<file path="src/hdl/imudi_pkg.sv">
package imudi_pkg;

	// ----------------------------------------------------------------
	// timing
	// ----------------------------------------------------------------
	localparam int unsigned CLK_HZ = 50_000_000;
	localparam int unsigned SAMPLE_RATE_SPS = 2000;
	// whole clock cycles between two pre-decimation samples
	localparam int unsigned SAMPLE_DIV = CLK_HZ / SAMPLE_RATE_SPS;

	// ----------------------------------------------------------------
	// widths
	// ----------------------------------------------------------------
	localparam int unsigned SAMPLE_W = 16;
	localparam int unsigned RESULT_W = 32;
	localparam int unsigned HALF_W = 16;
	localparam int unsigned ADDR_W = 7;
	localparam int unsigned DEC_W = 11;
	localparam int unsigned NUM_CH = 4;

	// ----------------------------------------------------------------
	// channel order inside the integrator bank
	// ----------------------------------------------------------------
	localparam int unsigned CH_PITCH = 0;
	localparam int unsigned CH_YAW = 1;
	localparam int unsigned CH_VEL_FIRST = 2;
	localparam int unsigned CH_VEL_SECOND = 3;

	// ----------------------------------------------------------------
	// byte addresses of the result words
	// ----------------------------------------------------------------
	localparam logic [ADDR_W-1:0] PITCH_ANGLE_STEP_LOW = 7'h28;
	localparam logic [ADDR_W-1:0] PITCH_ANGLE_STEP_HIGH = 7'h2a;
	localparam logic [ADDR_W-1:0] YAW_ANGLE_STEP_LOW = 7'h2c;
	localparam logic [ADDR_W-1:0] YAW_ANGLE_STEP_HIGH = 7'h2e;
	localparam logic [ADDR_W-1:0] FIRST_AXIS_SPEED_STEP_LOW = 7'h30;
	localparam logic [ADDR_W-1:0] FIRST_AXIS_SPEED_STEP_HIGH = 7'h32;
	localparam logic [ADDR_W-1:0] SECOND_AXIS_SPEED_STEP_LOW = 7'h34;
	localparam logic [ADDR_W-1:0] SECOND_AXIS_SPEED_STEP_HIGH = 7'h36;
	// read data for any address outside the map
	localparam logic [HALF_W-1:0] UNMAPPED_DATA = 16'h0000;
	localparam logic [RESULT_W-1:0] RESULT_RESET = 32'h0000_0000;

	// ----------------------------------------------------------------
	// carrier types
	// ----------------------------------------------------------------
	typedef struct packed {
		logic signed [SAMPLE_W-1:0] gyro_pitch;
		logic signed [SAMPLE_W-1:0] gyro_yaw;
		logic signed [SAMPLE_W-1:0] accel_first;
		logic signed [SAMPLE_W-1:0] accel_second;
	} imudi_samples_s;

	typedef struct packed {
		logic [ADDR_W-1:0] addr;
	} imudi_rd_req_s;

endpackage : imudi_pkg

</file>
<file path="src/hdl/imudi_tick.sv">
`timescale 1ns/100ps
module imudi_tick #(
	parameter int unsigned DIV = imudi_pkg::SAMPLE_DIV
) (
	// clock and reset
	input wire logic clock_i,
	input wire logic rst_n_i,
	// sample strobe
	output logic tick_o
);

	localparam int unsigned CNT_W = $clog2(DIV + 1);
	localparam logic [CNT_W-1:0] LAST = CNT_W'(DIV - 1);

	logic [CNT_W-1:0] cnt_q;

	// free running divider, wraps after DIV cycles
	always_ff @(posedge clock_i or negedge rst_n_i)
	begin
		if (!rst_n_i)
			cnt_q <= '0;
		else if (cnt_q == LAST)
			cnt_q <= '0;
		else
			cnt_q <= cnt_q + 1'b1;
	end

	assign tick_o = (cnt_q == LAST);

	// ----------------------------------------------------------------
	// strobe spacing check
	// ----------------------------------------------------------------
	localparam int unsigned GAP_W = $clog2(DIV + 1) + 1;

	logic [GAP_W-1:0] gap_q;
	logic seen_tick_q;

	// cycles since the last strobe, counted apart from the divider itself
	always_ff @(posedge clock_i or negedge rst_n_i)
	begin
		if (!rst_n_i)
		begin
			gap_q <= '0;
			seen_tick_q <= 1'b0;
		end
		else
		begin
			gap_q <= tick_o ? GAP_W'(1) : gap_q + 1'b1;
			seen_tick_q <= seen_tick_q | tick_o;
		end
	end
endmodule : imudi_tick

</file>
<file path="src/hdl/imudi_trap_integ.sv">
`timescale 1ns/100ps
module imudi_trap_integ #(
	parameter int unsigned IN_W = imudi_pkg::SAMPLE_W,
	parameter int unsigned OUT_W = imudi_pkg::RESULT_W
) (
	// clock and reset
	input wire logic clock_i,
	input wire logic rst_n_i,
	// sample stream
	input wire logic tick_i,
	input wire logic last_i,
	input wire logic signed [IN_W-1:0] sample_i,
	// window result
	output logic signed [OUT_W-1:0] result_o
);

	logic signed [IN_W-1:0] prev_q;
	logic signed [OUT_W-1:0] acc_q;
	logic signed [OUT_W-1:0] step;

	// current plus previous sample, sign extended
	assign step = OUT_W'(sample_i) + OUT_W'(prev_q);

	// previous sample carries across window borders
	always_ff @(posedge clock_i or negedge rst_n_i)
	begin
		if (!rst_n_i)
			prev_q <= '0;
		else if (tick_i)
			prev_q <= sample_i;
	end

	// restart per update
	// running sum, restarted at each window end
	always_ff @(posedge clock_i or negedge rst_n_i)
	begin
		if (!rst_n_i)
			acc_q <= '0;
		else if (tick_i && last_i)
			acc_q <= '0;
		else if (tick_i)
			acc_q <= acc_q + step;
	end

	// both halves load in one edge; a reader taking the two halves in different cycles can still see a mix across an update
	always_ff @(posedge clock_i or negedge rst_n_i)
	begin
		if (!rst_n_i)
			result_o <= OUT_W'(imudi_pkg::RESULT_RESET);
		else if (tick_i && last_i)
			result_o <= acc_q + step;
	end

endmodule : imudi_trap_integ

</file>
<file path="src/hdl/imudi_top.sv">
`timescale 1ns/100ps
module imudi_top #(
	parameter int unsigned SAMPLE_DIV = imudi_pkg::SAMPLE_DIV,
	parameter int unsigned DEC_W = imudi_pkg::DEC_W
) (
	// clock and reset
	input wire logic clock_i,
	input wire logic rst_n_i,
	// filtered sensor samples, same clock domain
	input wire imudi_pkg::imudi_samples_s samples_i,
	// decimation control
	input wire logic [DEC_W-1:0] output_decimation_setting_i,
	// register read port
	input wire imudi_pkg::imudi_rd_req_s rd_req_i,
	output logic [imudi_pkg::HALF_W-1:0] rd_data_o,
	// update indication
	output logic sample_tick_o,
	output logic data_update_o
);

	// ----------------------------------------------------------------
	// declarations
	// ----------------------------------------------------------------
	localparam int unsigned NCH = imudi_pkg::NUM_CH;
	localparam int unsigned SW = imudi_pkg::SAMPLE_W;
	localparam int unsigned RW = imudi_pkg::RESULT_W;
	localparam int unsigned HW = imudi_pkg::HALF_W;

	logic tick;
	logic last;
	logic [DEC_W-1:0] win_q;
	logic update_q;
	logic [HW-1:0] rd_data_q;
	logic signed [SW-1:0] chan [NCH];
	logic signed [RW-1:0] result [NCH];

	// ----------------------------------------------------------------
	// helpers
	// ----------------------------------------------------------------
	// pick one 16-bit half of a 32-bit result
	function automatic logic [HW-1:0] half_of(input logic [RW-1:0] value, input logic upper);
		half_of = upper ? value[RW-1:HW] : value[HW-1:0];
	endfunction : half_of

	// ----------------------------------------------------------------
	// sample strobe
	// ----------------------------------------------------------------
	// internal sample rate
	imudi_tick #(
		.DIV(SAMPLE_DIV)
	) u_tick (
		.clock_i(clock_i),
		.rst_n_i(rst_n_i),
		.tick_o(tick)
	);

	// ----------------------------------------------------------------
	// decimation window
	// ----------------------------------------------------------------
	// window of setting plus one
	// a setting lowered mid-window to the strobe count or below ends the window at the next strobe
	assign last = (win_q >= output_decimation_setting_i);

	always_ff @(posedge clock_i or negedge rst_n_i)
	begin
		if (!rst_n_i)
			win_q <= '0;
		else if (tick && last)
			win_q <= '0;
		else if (tick)
			win_q <= win_q + 1'b1;
	end

	// update marker lines up with the new results
	always_ff @(posedge clock_i or negedge rst_n_i)
	begin
		if (!rst_n_i)
			update_q <= 1'b0;
		else
			update_q <= tick && last;
	end

	// ----------------------------------------------------------------
	// integrator bank
	// ----------------------------------------------------------------
	assign chan[imudi_pkg::CH_PITCH] = samples_i.gyro_pitch;
	assign chan[imudi_pkg::CH_YAW] = samples_i.gyro_yaw;
	assign chan[imudi_pkg::CH_VEL_FIRST] = samples_i.accel_first;
	assign chan[imudi_pkg::CH_VEL_SECOND] = samples_i.accel_second;

	for (genvar g = 0; g < NCH; g++)
	begin : g_integ
		imudi_trap_integ #(
			.IN_W(SW),
			.OUT_W(RW)
		) u_integ (
			.clock_i(clock_i),
			.rst_n_i(rst_n_i),
			.tick_i(tick),
			.last_i(last),
			.sample_i(chan[g]),
			.result_o(result[g])
		);
	end

	// ----------------------------------------------------------------
	// register read
	// ----------------------------------------------------------------
	// word pairs form results
	// both bytes of a word address the same 16-bit register
	always_ff @(posedge clock_i or negedge rst_n_i)
	begin
		if (!rst_n_i)
			rd_data_q <= imudi_pkg::UNMAPPED_DATA;
		else
		begin
			unique case ({rd_req_i.addr[imudi_pkg::ADDR_W-1:1], 1'b0})
				imudi_pkg::PITCH_ANGLE_STEP_LOW:
					rd_data_q <= half_of(result[imudi_pkg::CH_PITCH], 1'b0);
				imudi_pkg::PITCH_ANGLE_STEP_HIGH:
					rd_data_q <= half_of(result[imudi_pkg::CH_PITCH], 1'b1);
				imudi_pkg::YAW_ANGLE_STEP_LOW:
					rd_data_q <= half_of(result[imudi_pkg::CH_YAW], 1'b0);
				imudi_pkg::YAW_ANGLE_STEP_HIGH:
					rd_data_q <= half_of(result[imudi_pkg::CH_YAW], 1'b1);
				imudi_pkg::FIRST_AXIS_SPEED_STEP_LOW:
					rd_data_q <= half_of(result[imudi_pkg::CH_VEL_FIRST], 1'b0);
				imudi_pkg::FIRST_AXIS_SPEED_STEP_HIGH:
					rd_data_q <= half_of(result[imudi_pkg::CH_VEL_FIRST], 1'b1);
				imudi_pkg::SECOND_AXIS_SPEED_STEP_LOW:
					rd_data_q <= half_of(result[imudi_pkg::CH_VEL_SECOND], 1'b0);
				imudi_pkg::SECOND_AXIS_SPEED_STEP_HIGH:
					rd_data_q <= half_of(result[imudi_pkg::CH_VEL_SECOND], 1'b1);
				default:
					rd_data_q <= imudi_pkg::UNMAPPED_DATA;
			endcase
		end
	end

	assign rd_data_o = rd_data_q;
	assign sample_tick_o = tick;
	assign data_update_o = update_q;

	// ----------------------------------------------------------------
	// checking helpers
	// ----------------------------------------------------------------
	logic [DEC_W:0] nticks_q;
	logic seen_upd_q;
	logic [DEC_W-1:0] dec_prev_q;
	logic dec_steady_q;
	logic signed [RW-1:0] ref_sum_q [NCH];
	logic signed [SW-1:0] ref_p0_q [NCH];
	logic signed [SW-1:0] ref_prev_q [NCH];
	logic signed [RW-1:0] ref_res_q [NCH];

	// strobes within the current window, and setting stability
	always_ff @(posedge clock_i or negedge rst_n_i)
	begin
		if (!rst_n_i)
		begin
			nticks_q <= '0;
			seen_upd_q <= 1'b0;
			dec_prev_q <= '0;
			dec_steady_q <= 1'b0;
		end
		else
		begin
			if (tick && last)
				nticks_q <= '0;
			else if (tick)
				nticks_q <= nticks_q + 1'b1;
			seen_upd_q <= seen_upd_q | update_q;
			dec_prev_q <= output_decimation_setting_i;
			if (update_q)
				dec_steady_q <= 1'b1;
			else if (dec_prev_q != output_decimation_setting_i)
				dec_steady_q <= 1'b0;
		end
	end

	// reference in closed form: twice the sample sum, minus the last
	// sample, plus the one just before the window
	for (genvar r = 0; r < NCH; r++)
	begin : g_ref
		always_ff @(posedge clock_i or negedge rst_n_i)
		begin
			if (!rst_n_i)
			begin
				ref_sum_q[r] <= '0;
				ref_p0_q[r] <= '0;
				ref_prev_q[r] <= '0;
				ref_res_q[r] <= '0;
			end
			else if (tick)
			begin
				ref_prev_q[r] <= chan[r];
				if (win_q == '0)
					ref_p0_q[r] <= ref_prev_q[r];
				if (last)
				begin
					ref_sum_q[r] <= '0;
					ref_res_q[r] <= RW'(2) * (ref_sum_q[r] + RW'(chan[r])) - RW'(chan[r])
						+ RW'((win_q == '0) ? ref_prev_q[r] : ref_p0_q[r]);
				end
				else
					ref_sum_q[r] <= ref_sum_q[r] + RW'(chan[r]);
			end
		end
	end
endmodule : imudi_top

</file>
<file path="config.mk">
export PLATFORM = sky130hd
export DESIGN_NAME = imudi_top
export DESIGN_NICKNAME = d
export VERILOG_FILES = /design/src/hdl/imudi_pkg.sv /design/src/hdl/imudi_tick.sv /design/src/hdl/imudi_trap_integ.sv /design/src/hdl/imudi_top.sv
export SDC_FILE = /design/constraint.sdc
export NUM_CORES = 1
export LEC_CHECK = 0
export ABC_CLOCK_PERIOD_IN_PS = 3680
export BUFFER_PORTS_ARGS = -buffer_cell sky130_fd_sc_hd__buf_2
export CORE_AREA = 2 2 265 267
export CTS_CLUSTER_SIZE = 10
export DETAILED_ROUTE_END_ITERATION = 6
export DIE_AREA = 0 0 267 269
export SETUP_SLACK_MARGIN = 0.2
export SLEW_MARGIN = 40
export SYNTH_ARGS = -nofsm -noshare
export SYNTH_HDL_FRONTEND = slang
export SYNTH_HIERARCHICAL = 1
export SYNTH_SLANG_ARGS = --single-unit
</file>
<file path="constraint.sdc">
create_clock -name clock_i -period 3.68 [get_ports clock_i]
set_clock_uncertainty 0.1 [all_clocks]
set_input_delay 0.736 -clock clock_i [delete_from_list [all_inputs] [get_ports clock_i]]
set_output_delay 0.736 -clock clock_i [all_outputs]
set_load 0.005 [all_outputs]
</file>
==> reports/results.env, run 1 <==
WORSTPATHMAXFANOUT=7
POWER_REPORT.INTERNAL_TOTAL_mW=7.158
POST_SYNTH_MAIN_AREA_CONTRIBUTORS='sky130_fd_sc_hd__dfrtp_1 38%, sky130_fd_sc_hd__fa_1 11%, sky130_fd_sc_hd__ha_1 7.1%'
CLOCK_TREE_FROM_TRITONCTS='built'
MAX_CAP_VIOLATIONS=0
HPWLAFTERDP_UM=53520
SYNTH_SEQUENTIAL_AREA_RATIO_PCT=37.88
SYNTH_TOP_AREA_CELL='sky130_fd_sc_hd__dfrtp_1'
LAYOUT.CELLS.NON_FILLER=3722
FLOORPLAN.CORE_AREA_UM2=69300
GRT_SETUP_UNREPAIRED='yes'
POST-SYNTH-TOP-COUNT-CELL='sky130_fd_sc_hd__dfrtp_1'
DIE_FOOTPRINT_UM2=71820
GRT.TOTAL_USAGE_PCT=19.54
VIA_COUNT_OF_THE_FIRST_GLOBAL_ROUTING_PASS=20230
MAXSLEWHEADROOM_PCT=47.68
SYNTH-EDFF-COUNT=0
NUM_VIAS=19650
CTS_BUFFER_DEPTH=3
YOSYS.AREA.TOP_TYPE_SHARE_PCT=37.88
SEQPWRFRAC_PCT=40.9
TIMING_WORST_SLEW_PIN_VALUE_PS=782.3
CLOCK_TREE.ROOT_CELL='sky130_fd_sc_hd__clkbuf_16'
PLACE_INST=3635
NUMBER_OF_ANTENNA_VIOLATIONS_AT_THE_FIRST_CHECK_IN_GLOBAL_ROUTING=3
AREA.SEQUENTIAL_UM2=9094
GLOBALROUTE.TOTALOVERFLOW=0
GRT_MAX_DEGREE=88
IOS=102
HTREEDEPTH=2
FINAL_NETS=3115
GRT_FIRST_PASS_WIRELENGTH_UM=111600
DRTANTENNAVIOLNETS=0
SWITCHING_SHARE_PCT=26.79
SYNTH.FF_LATCH_COUNT=363
SYNTHESIS.AREA_UM2=23980
FF2FF_SETUP_SLACK_PS=160
CRIT_PATH_START_KIND='register'
ROUTED_WL_UM=70110
CLOCK-SINKS=363
SLOWEST_DELAY_PS=560
PWR-SHARE-CLK_PCT=42.6
YS_DOMINANT_REG_CELL='sky130_fd_sc_hd__dfrtp_1'
POWER_mW=9.778
FLOW.AREA_GROWTH_FROM_SYNTHESIS_PCT=25.14
DIEWIDTH_UM=267
SYNTH_FP_NETS=2714
POWER.SHARE.COMBINATIONAL_PCT=16.4
CP_DATA_REQUIRED_TIME_PS=4050
ANTENNA-DIODE-COUNT=0
ROUTEDWLPERCELL_UM=18.84
CRITICAL_PATH.CELL_CHAIN='buf_4 -> fa_2 -> ha_4 -> a211oi_2 -> buf_4 -> and3_1 -> nor4_2 -> o22ai_1 -> or2_4 -> o311a_1 -> or3_1 -> a22o_1'
P_PER_AREA_nW_PER_UM2=325.8
HOLD_VIOL=0
ASYNC_FLOP_SHARE_PCT=100.0
PATH_CLK_SLEW_PS=60
NFILLCELLS=6632
SLEW_VIOL_FINAL=0
MULTIINPUTGATEAREA_UM2=14420
MAXCLOCKFREQUENCY_MHz=284.0
YOSYS_WARNINGS=6
SYNTH_CELL_TYPE_COUNT=96
FLOORPLAN.ROWS=97
SWITCHINGPOWER_mW=2.619
WORSTPATHARRIVAL_PS=3890
PEAKVDDDROP_mV=0.3099
CRITICALPATHCATEGORY='reg -> reg'
CP_COMMON_CELL='sky130_fd_sc_hd__buf_4'
PLACEMENT.IO_BUFFERS=100
SYNTHESIZED_NETLIST_CELL_COUNT=2365
FINALCRITPERIODSHARE_PCT=95.67
FIN_CRIT_PS=3521
TOTAL_CLOCK_BUFFERS_CREATED_BY_CTS=45
GPL.FINAL_WEIGHTED_CONGESTION=0.9220
CLOCK_INSERTION_DELAY_AT_THE_LATER_PIN_OF_THE_SKEW_REPORT_PS=590
FIRST_PASS_ITERS=5
SYN-MEAN-INSTANCE-AREA_UM2=10.14
DRIVE_GT1_SHARE_PCT=26.60
WORST_MIN_PATH_CLASS='in -> reg'
LEADING_POST_SYNTHESIS_CELLS_BY_INSTANCE_COUNT='363 x sky130_fd_sc_hd__dfrtp_1, 244 x sky130_fd_sc_hd__nand2_1, 180 x sky130_fd_sc_hd__o21ai_0, 144 x sky130_fd_sc_hd__a21oi_1, 137 x sky130_fd_sc_hd__ha_1'
TIMING.FINAL.SETUP_VIOLATIONS=0
CRITICAL_PATH.ENDPOINT_TYPE='register'
DRT_ITER0_DRC=1306
STATUS='complete, no violations'
DIE_Y_UM=269
STATIC-LEAKAGE-POWER_nW=14.23
START_UTIL_PCT=34.60
VIASPERCELL=5.279
ROUTE.DETAILED.DRC=0
CPMAXSTAGEDELAYCELL='sky130_fd_sc_hd__fa_2'
[final timing paths]
check / startpoint / endpoint / cells past startpoint
max reg2reg: g_integ[0].u_integ/prev_q[15] / g_integ[0].u_integ/acc_q[31] / 12
min: samples_i[32] / g_integ[1].u_integ/prev_q[0] / 3
max in group asynchronous: rst_n_i / g_integ[2].u_integ/result_o[28] / 4
min reg2reg: g_integ[3].u_integ/result_o[25] / g_integ[3].u_integ/result_o[25] / 2
min in group asynchronous: rst_n_i / g_integ[2].u_integ/acc_q[7] / 2
max: g_integ[0].u_integ/prev_q[15] / g_integ[0].u_integ/acc_q[31] / 12
[power groups by stage]
stage	logic (mW)	clock network, mW	registers, mW
3_5_place_dp	1.53	0	4.07
3_3_place_gp	1.50	0	4.07
5_1_grt	1.76	4.45	4.00
2_1_floorplan	0.745	0	4.07
6_report	1.61	4.17	4.00
4_1_cts	1.54	4.30	4.00
[flip-flops by register name, indices dropped and copies added (netlist names)]
name,cells
win_q,11
g_integ.u_integ/result_o,128
u_tick/cnt_q,15
g_integ.u_integ/prev_q,64
g_integ.u_integ/acc_q,128
rd_data_o,16
data_update_o,1
[cell families (layout without fill, tap and decap cells)]
logic type	after synthesis	count (layout)	synth area share, %
compound gates	735	735	20.25
xor+xnor	120	120	4.508
fa+ha+maj	265	265	17.83
buf+inv	234	651	4.002
flops	363	363	37.88
mux	74	74	3.438
simple gates	574	574	12.09
[worst max-delay path: cells and delay by family (launching register included)]
family / cells / cell delay, ps
and+or+nand+nor: 4 / 1070
AOI/OAI and AO/OA: 4 / 750
adders and majority gates: 2 / 710
DFF: 1 / 480
buffers and inverters: 2 / 300
[cell type report]
type                    count  share of cell area (%)
inverters                 103                   1.288
well taps                 940                   3.919
repair buffers            485                   12.00
flip-flops and latches    363                   30.30
clock inverters            10                  0.4295
multi-input cells        1768                   48.04
clock buffers              53                   4.019
[timing repair]
action / in CTS / in global routing
gates resized for setup: 4 / 95
hold buffers: 0 / 1
pin swaps: 6 / 33
endpoints found under the hold margin: 0 / 24
gates cloned: 0 / 0
endpoints found under the setup margin: 14 / 78
setup buffers: 1 / 21
[through the flow]
step,instance area (um2),setup TNS [ps],utilization [%],worst slack (ps),hold WS (ps)
finish,30010,0,43.30,159.5,281.0
global route,30010,0,43.30,41.67,284.9
CTS,29380,0,42.39,180.7,107.3
detailed placement,28010,-18140,40.42,-463.3,370.8
global placement,28010,-14070,40.42,-448.2,363.5
floorplan,24030,0,-,102.0,340.4
[per-layer routing]
| layer | track usage, % | share of wire, % |
|---|---|---|
| met3 | 2.922 | 4.4 |
| met2 | 32.67 | 47 |
| met1 | 26.64 | 46 |
| met4 | 4.798 | 2.1 |
| met5 | 0 | 0.060 |
[cell usage in the layout, fill, tap and decap left out, drive strengths merged, types with 54 or more instances in the layout]
master   count
buf        483
dfrtp      363
nand2      245
o21ai      190
a21oi      144
ha         137
fa         128
inv        103
o2bb2ai     71
mux2        67
xnor2       67
a21o        66
nor2        65
a22oi       64
nand3       55
clkbuf      54
No activity file was read; power rests on OpenSTA's default activity.
==> run 2: changes to the inputs <==
--- a/config.mk
+++ b/config.mk
@@ -6,11 +6,11 @@
 export NUM_CORES = 1
 export LEC_CHECK = 0
 export ABC_CLOCK_PERIOD_IN_PS = 3680
-export BUFFER_PORTS_ARGS = -buffer_cell sky130_fd_sc_hd__buf_2
 export CORE_AREA = 2 2 265 267
 export CTS_CLUSTER_SIZE = 10
 export DETAILED_ROUTE_END_ITERATION = 6
 export DIE_AREA = 0 0 267 269
+export DONT_BUFFER_PORTS = 1
 export SETUP_SLACK_MARGIN = 0.2
 export SLEW_MARGIN = 40
 export SYNTH_ARGS = -nofsm -noshare
==> reports/results.env, run 2 (synthesized netlist as in run 1, its figures left out) <==
TIMING.CRITICAL_PATH.BUF_INV=0  # -2
CRITICAL_PATH.REG2REG.STARTPOINT='g_integ[1].u_integ/acc_q[1]'
GRT.TOTAL_USAGE_PCT=18.69  # -0.86 points
LAYOUT.CELLS.MOST_COMMON='sky130_fd_sc_hd__dfrtp_1'
FINALCRITPERIODSHARE_PCT=95.46  # -0.21 points
ROUTE.DETAILED.DRC=0  # unchanged
GPL.FINAL_WEIGHTED_CONGESTION=0.9116  # -1.1%
FIRST_PASS_ITERS=6  # +1
DRIVE_GT1_SHARE_PCT=16.79  # -9.8 points
HTREEDEPTH=2  # unchanged
VIA_COUNT_OF_THE_FIRST_GLOBAL_ROUTING_PASS=19010  # -6.1%
DRTANTENNAVIOLNETS=0  # unchanged
VIASPERCELL=5.418  # +2.6%
SLEW_VIOL_FINAL=0  # unchanged
CLOCK_TREE.ROOT_CELL='sky130_fd_sc_hd__clkbuf_16'
NUMBER_OF_ANTENNA_VIOLATIONS_AT_THE_FIRST_CHECK_IN_GLOBAL_ROUTING=2  # -1
CTS_BUFFER_DEPTH=3  # unchanged
HPWLAFTERDP_UM=49580  # -7.4%
GRT_SETUP_UNREPAIRED='yes'
CLOCK_INSERTION_DELAY_AT_THE_LATER_PIN_OF_THE_SKEW_REPORT_PS=580  # about the same
FIN_CRIT_PS=3513  # -7.748 ps
FF2FF_SETUP_SLACK_PS=170  # about the same
MAX_CAP_VIOLATIONS=0  # unchanged
DIE_Y_UM=269  # unchanged
DIE_FOOTPRINT_UM2=71820  # unchanged
TIMING_WORST_SLEW_PIN_VALUE_PS=1047  # +264.6 ps
NFILLCELLS=6675  # +0.65%
TOTAL_CLOCK_BUFFERS_CREATED_BY_CTS=45  # unchanged
WORST_REG2REG_ENDPOINT='g_integ[1].u_integ/result_o[29]'
CRIT_PATH_START_KIND='register'
NUM_VIAS=18560  # -5.6%
FLOW.AREA_GROWTH_FROM_SYNTHESIS_PCT=15.59
TIMING.FINAL.SETUP_VIOLATIONS=0  # unchanged
WORSTPATHARRIVAL_PS=3870  # -20 ps
CRITICAL-PATH-TOP-DELAY-FAMILY='compound AO/OA/AOI/OAI gates'
P_PER_AREA_nW_PER_UM2=337.9  # +3.7%
CRITICALPATHCATEGORY='reg -> reg'
ROUTED_WL_UM=66610  # -5.0%
GLOBALROUTE.TOTALOVERFLOW=0  # unchanged
CP_DATA_REQUIRED_TIME_PS=4040  # about the same
STATIC-LEAKAGE-POWER_nW=12.79  # -10%
MAXCLOCKFREQUENCY_MHz=284.7  # +0.22%
CPMAXSTAGEDELAYCELL='sky130_fd_sc_hd__fa_1'
SLOWEST_DELAY_PS=490  # -70 ps
GRT_MAX_DEGREE=364  # +310%
FLOORPLAN.ROWS=97  # unchanged
MULTIINPUTGATEAREA_UM2=14210  # -1.4%
WORST_HOLD_SLACK_PS=-210.8  # -491.8 ps
STATUS='complete, but fails checks'
R2R_CELLS=11  # -1
PEAKVDDDROP_mV=0.2485  # -20%
DRT_ITER0_DRC=1516  # +16%
GRT_FIRST_PASS_WIRELENGTH_UM=106100  # -5.0%
CLOCK_TREE_FROM_TRITONCTS='built'
ROUTEDWLPERCELL_UM=19.45  # +3.3%
PATH_CLK_SLEW_PS=60  # about the same
PLACEMENT.IO_BUFFERS=0  # -100%
MAXSLEWHEADROOM_PCT=30.21  # -17 points
FLOORPLAN.CORE_AREA_UM2=69300  # unchanged
LARGEST_REGISTERS_RANKED_BY_FLIP_FLOP_COUNT='g_integ.u_integ/acc_q: 128 flops, g_integ.u_integ/result_o: 128 flops, g_integ.u_integ/prev_q: 64 flops'
START_UTIL_PCT=34.60  # unchanged
WORSTPATHMAXFANOUT=3  # -4
HOLD_VIOL=362  # +362
DIEWIDTH_UM=267  # unchanged
MOSTFREQUENTLAYOUTCELLS='359 x sky130_fd_sc_hd__dfrtp_1, 242 x sky130_fd_sc_hd__nand2_1, 177 x sky130_fd_sc_hd__buf_4'
VIOLATIONS_IN_THE_FINAL_REPORTS='negative hold slack'
SETUP_TOTAL_NEGATIVE_SLACK_PS=0  # unchanged
CLOCK-SINKS=363  # unchanged
WORST_MIN_PATH_CLASS='in -> async'
AREA.SEQUENTIAL_UM2=9091  # about the same
FINAL_NETS=2817  # -9.6%
CRITICAL_PATH.ENDPOINT_TYPE='register'
IOS=102  # unchanged
CRITICAL_PATH.CELL_CHAIN='fa_1 -> ha_2 -> fa_2 -> a21o_1 -> a221o_1 -> a32oi_2 -> nand2_1 -> o21a_1 -> a311oi_2 -> xor2_1 -> o21ai_1'
==> run 2: changes by cell type in the layout (fill, tap and decap cells not counted), moves of 3 or more <==
cell / previous run / this run
sky130_fd_sc_hd__clkbuf_8: 5 / 8
sky130_fd_sc_hd__o21ai_1: 21 / 15
sky130_fd_sc_hd__buf_4: 367 / 177
sky130_fd_sc_hd__clkbuf_1: 3 / 7
sky130_fd_sc_hd__ha_4: 7 / 2
sky130_fd_sc_hd__buf_12: 13 / 9
sky130_fd_sc_hd__a211oi_2: 6 / 3
sky130_fd_sc_hd__clkinv_2: 4 / 0
sky130_fd_sc_hd__ha_1: 123 / 126
sky130_fd_sc_hd__a21oi_1: 127 / 130
sky130_fd_sc_hd__o21ai_0: 164 / 170
sky130_fd_sc_hd__a211oi_1: 10 / 13
sky130_fd_sc_hd__buf_2: 98 / 0
==> run 2: worst max-delay path by stage <==
| stage | startpoint | endpoint | slack (ps) | cells past startpoint |
|---|---|---|---|---|
| 2_1_floorplan | samples_i[47] | g_integ[1].u_integ/result_o[29] | 100 | 11 |
| 3_3_place_gp | samples_i[33] | g_integ[1].u_integ/result_o[29] | -150 | 11 |
| 3_5_place_dp | samples_i[33] | g_integ[1].u_integ/result_o[29] | -170 | 11 |
| 4_1_cts | g_integ[1].u_integ/acc_q[1] | g_integ[1].u_integ/acc_q[29] | 190 | 11 |
| 5_1_grt | g_integ[2].u_integ/prev_q[15] | g_integ[2].u_integ/acc_q[31] | -30 | 10 |
| 6_report | g_integ[1].u_integ/acc_q[1] | g_integ[1].u_integ/result_o[29] | 170 | 11 |
==> run 2: what timing repair did <==
action                                  CTS  global route
setup buffers                             5            14
gates resized for setup                   5            53
cloned                                    0             0
endpoints found under the hold margin   363           363
endpoints found under the setup margin   14            71
pin swaps                                 5            16
==> run 2: power breakdown <==
group          total (mW)  switching [mW]  internal [mW]
sequential           4.00         0.00387           4.00
combinational        1.19           0.677          0.514
clock                4.17            1.68           2.49
==> run 2: final cells by class <==
cell class | count | area share, %
repair buffers | 187 | 5.484
flip-flops and latches | 363 | 32.80
diodes | 1 | 0.009028
clock inverters | 3 | 0.2483
multi-input cells | 1768 | 51.27
inverters | 103 | 1.395
clock buffers | 60 | 4.554
well taps | 940 | 4.243
==> run 2: metal layers <==
layer  track usage [%]  vias to the layer above  routed length (um)
li1                  -                     8769                   -
met3             3.068                      104                3102
met1             25.39                     9277               30580
met4             5.497                        0                1777
met5                 0                        -                   0
met2             30.71                      407               31160
==> run 2: through the flow <==
step / util [%] / total power [mW] / cells / worst slack (ps) / instance area, um2
5_1_grt: 39.99 / 9.746 / 3424 / -29.63 / 27720
3_5_place_dp: 37.52 / 5.200 / 3342 / -172.3 / 26000
2_1_floorplan: - / 4.818 / 2365 / 102.0 / 24030
4_1_cts: 39.50 / 9.445 / 3410 / 187.1 / 27370
6_report: 40.00 / 9.366 / 3425 / 167.2 / 27720
3_3_place_gp: 37.52 / 5.183 / 3342 / -148.9 / 26000
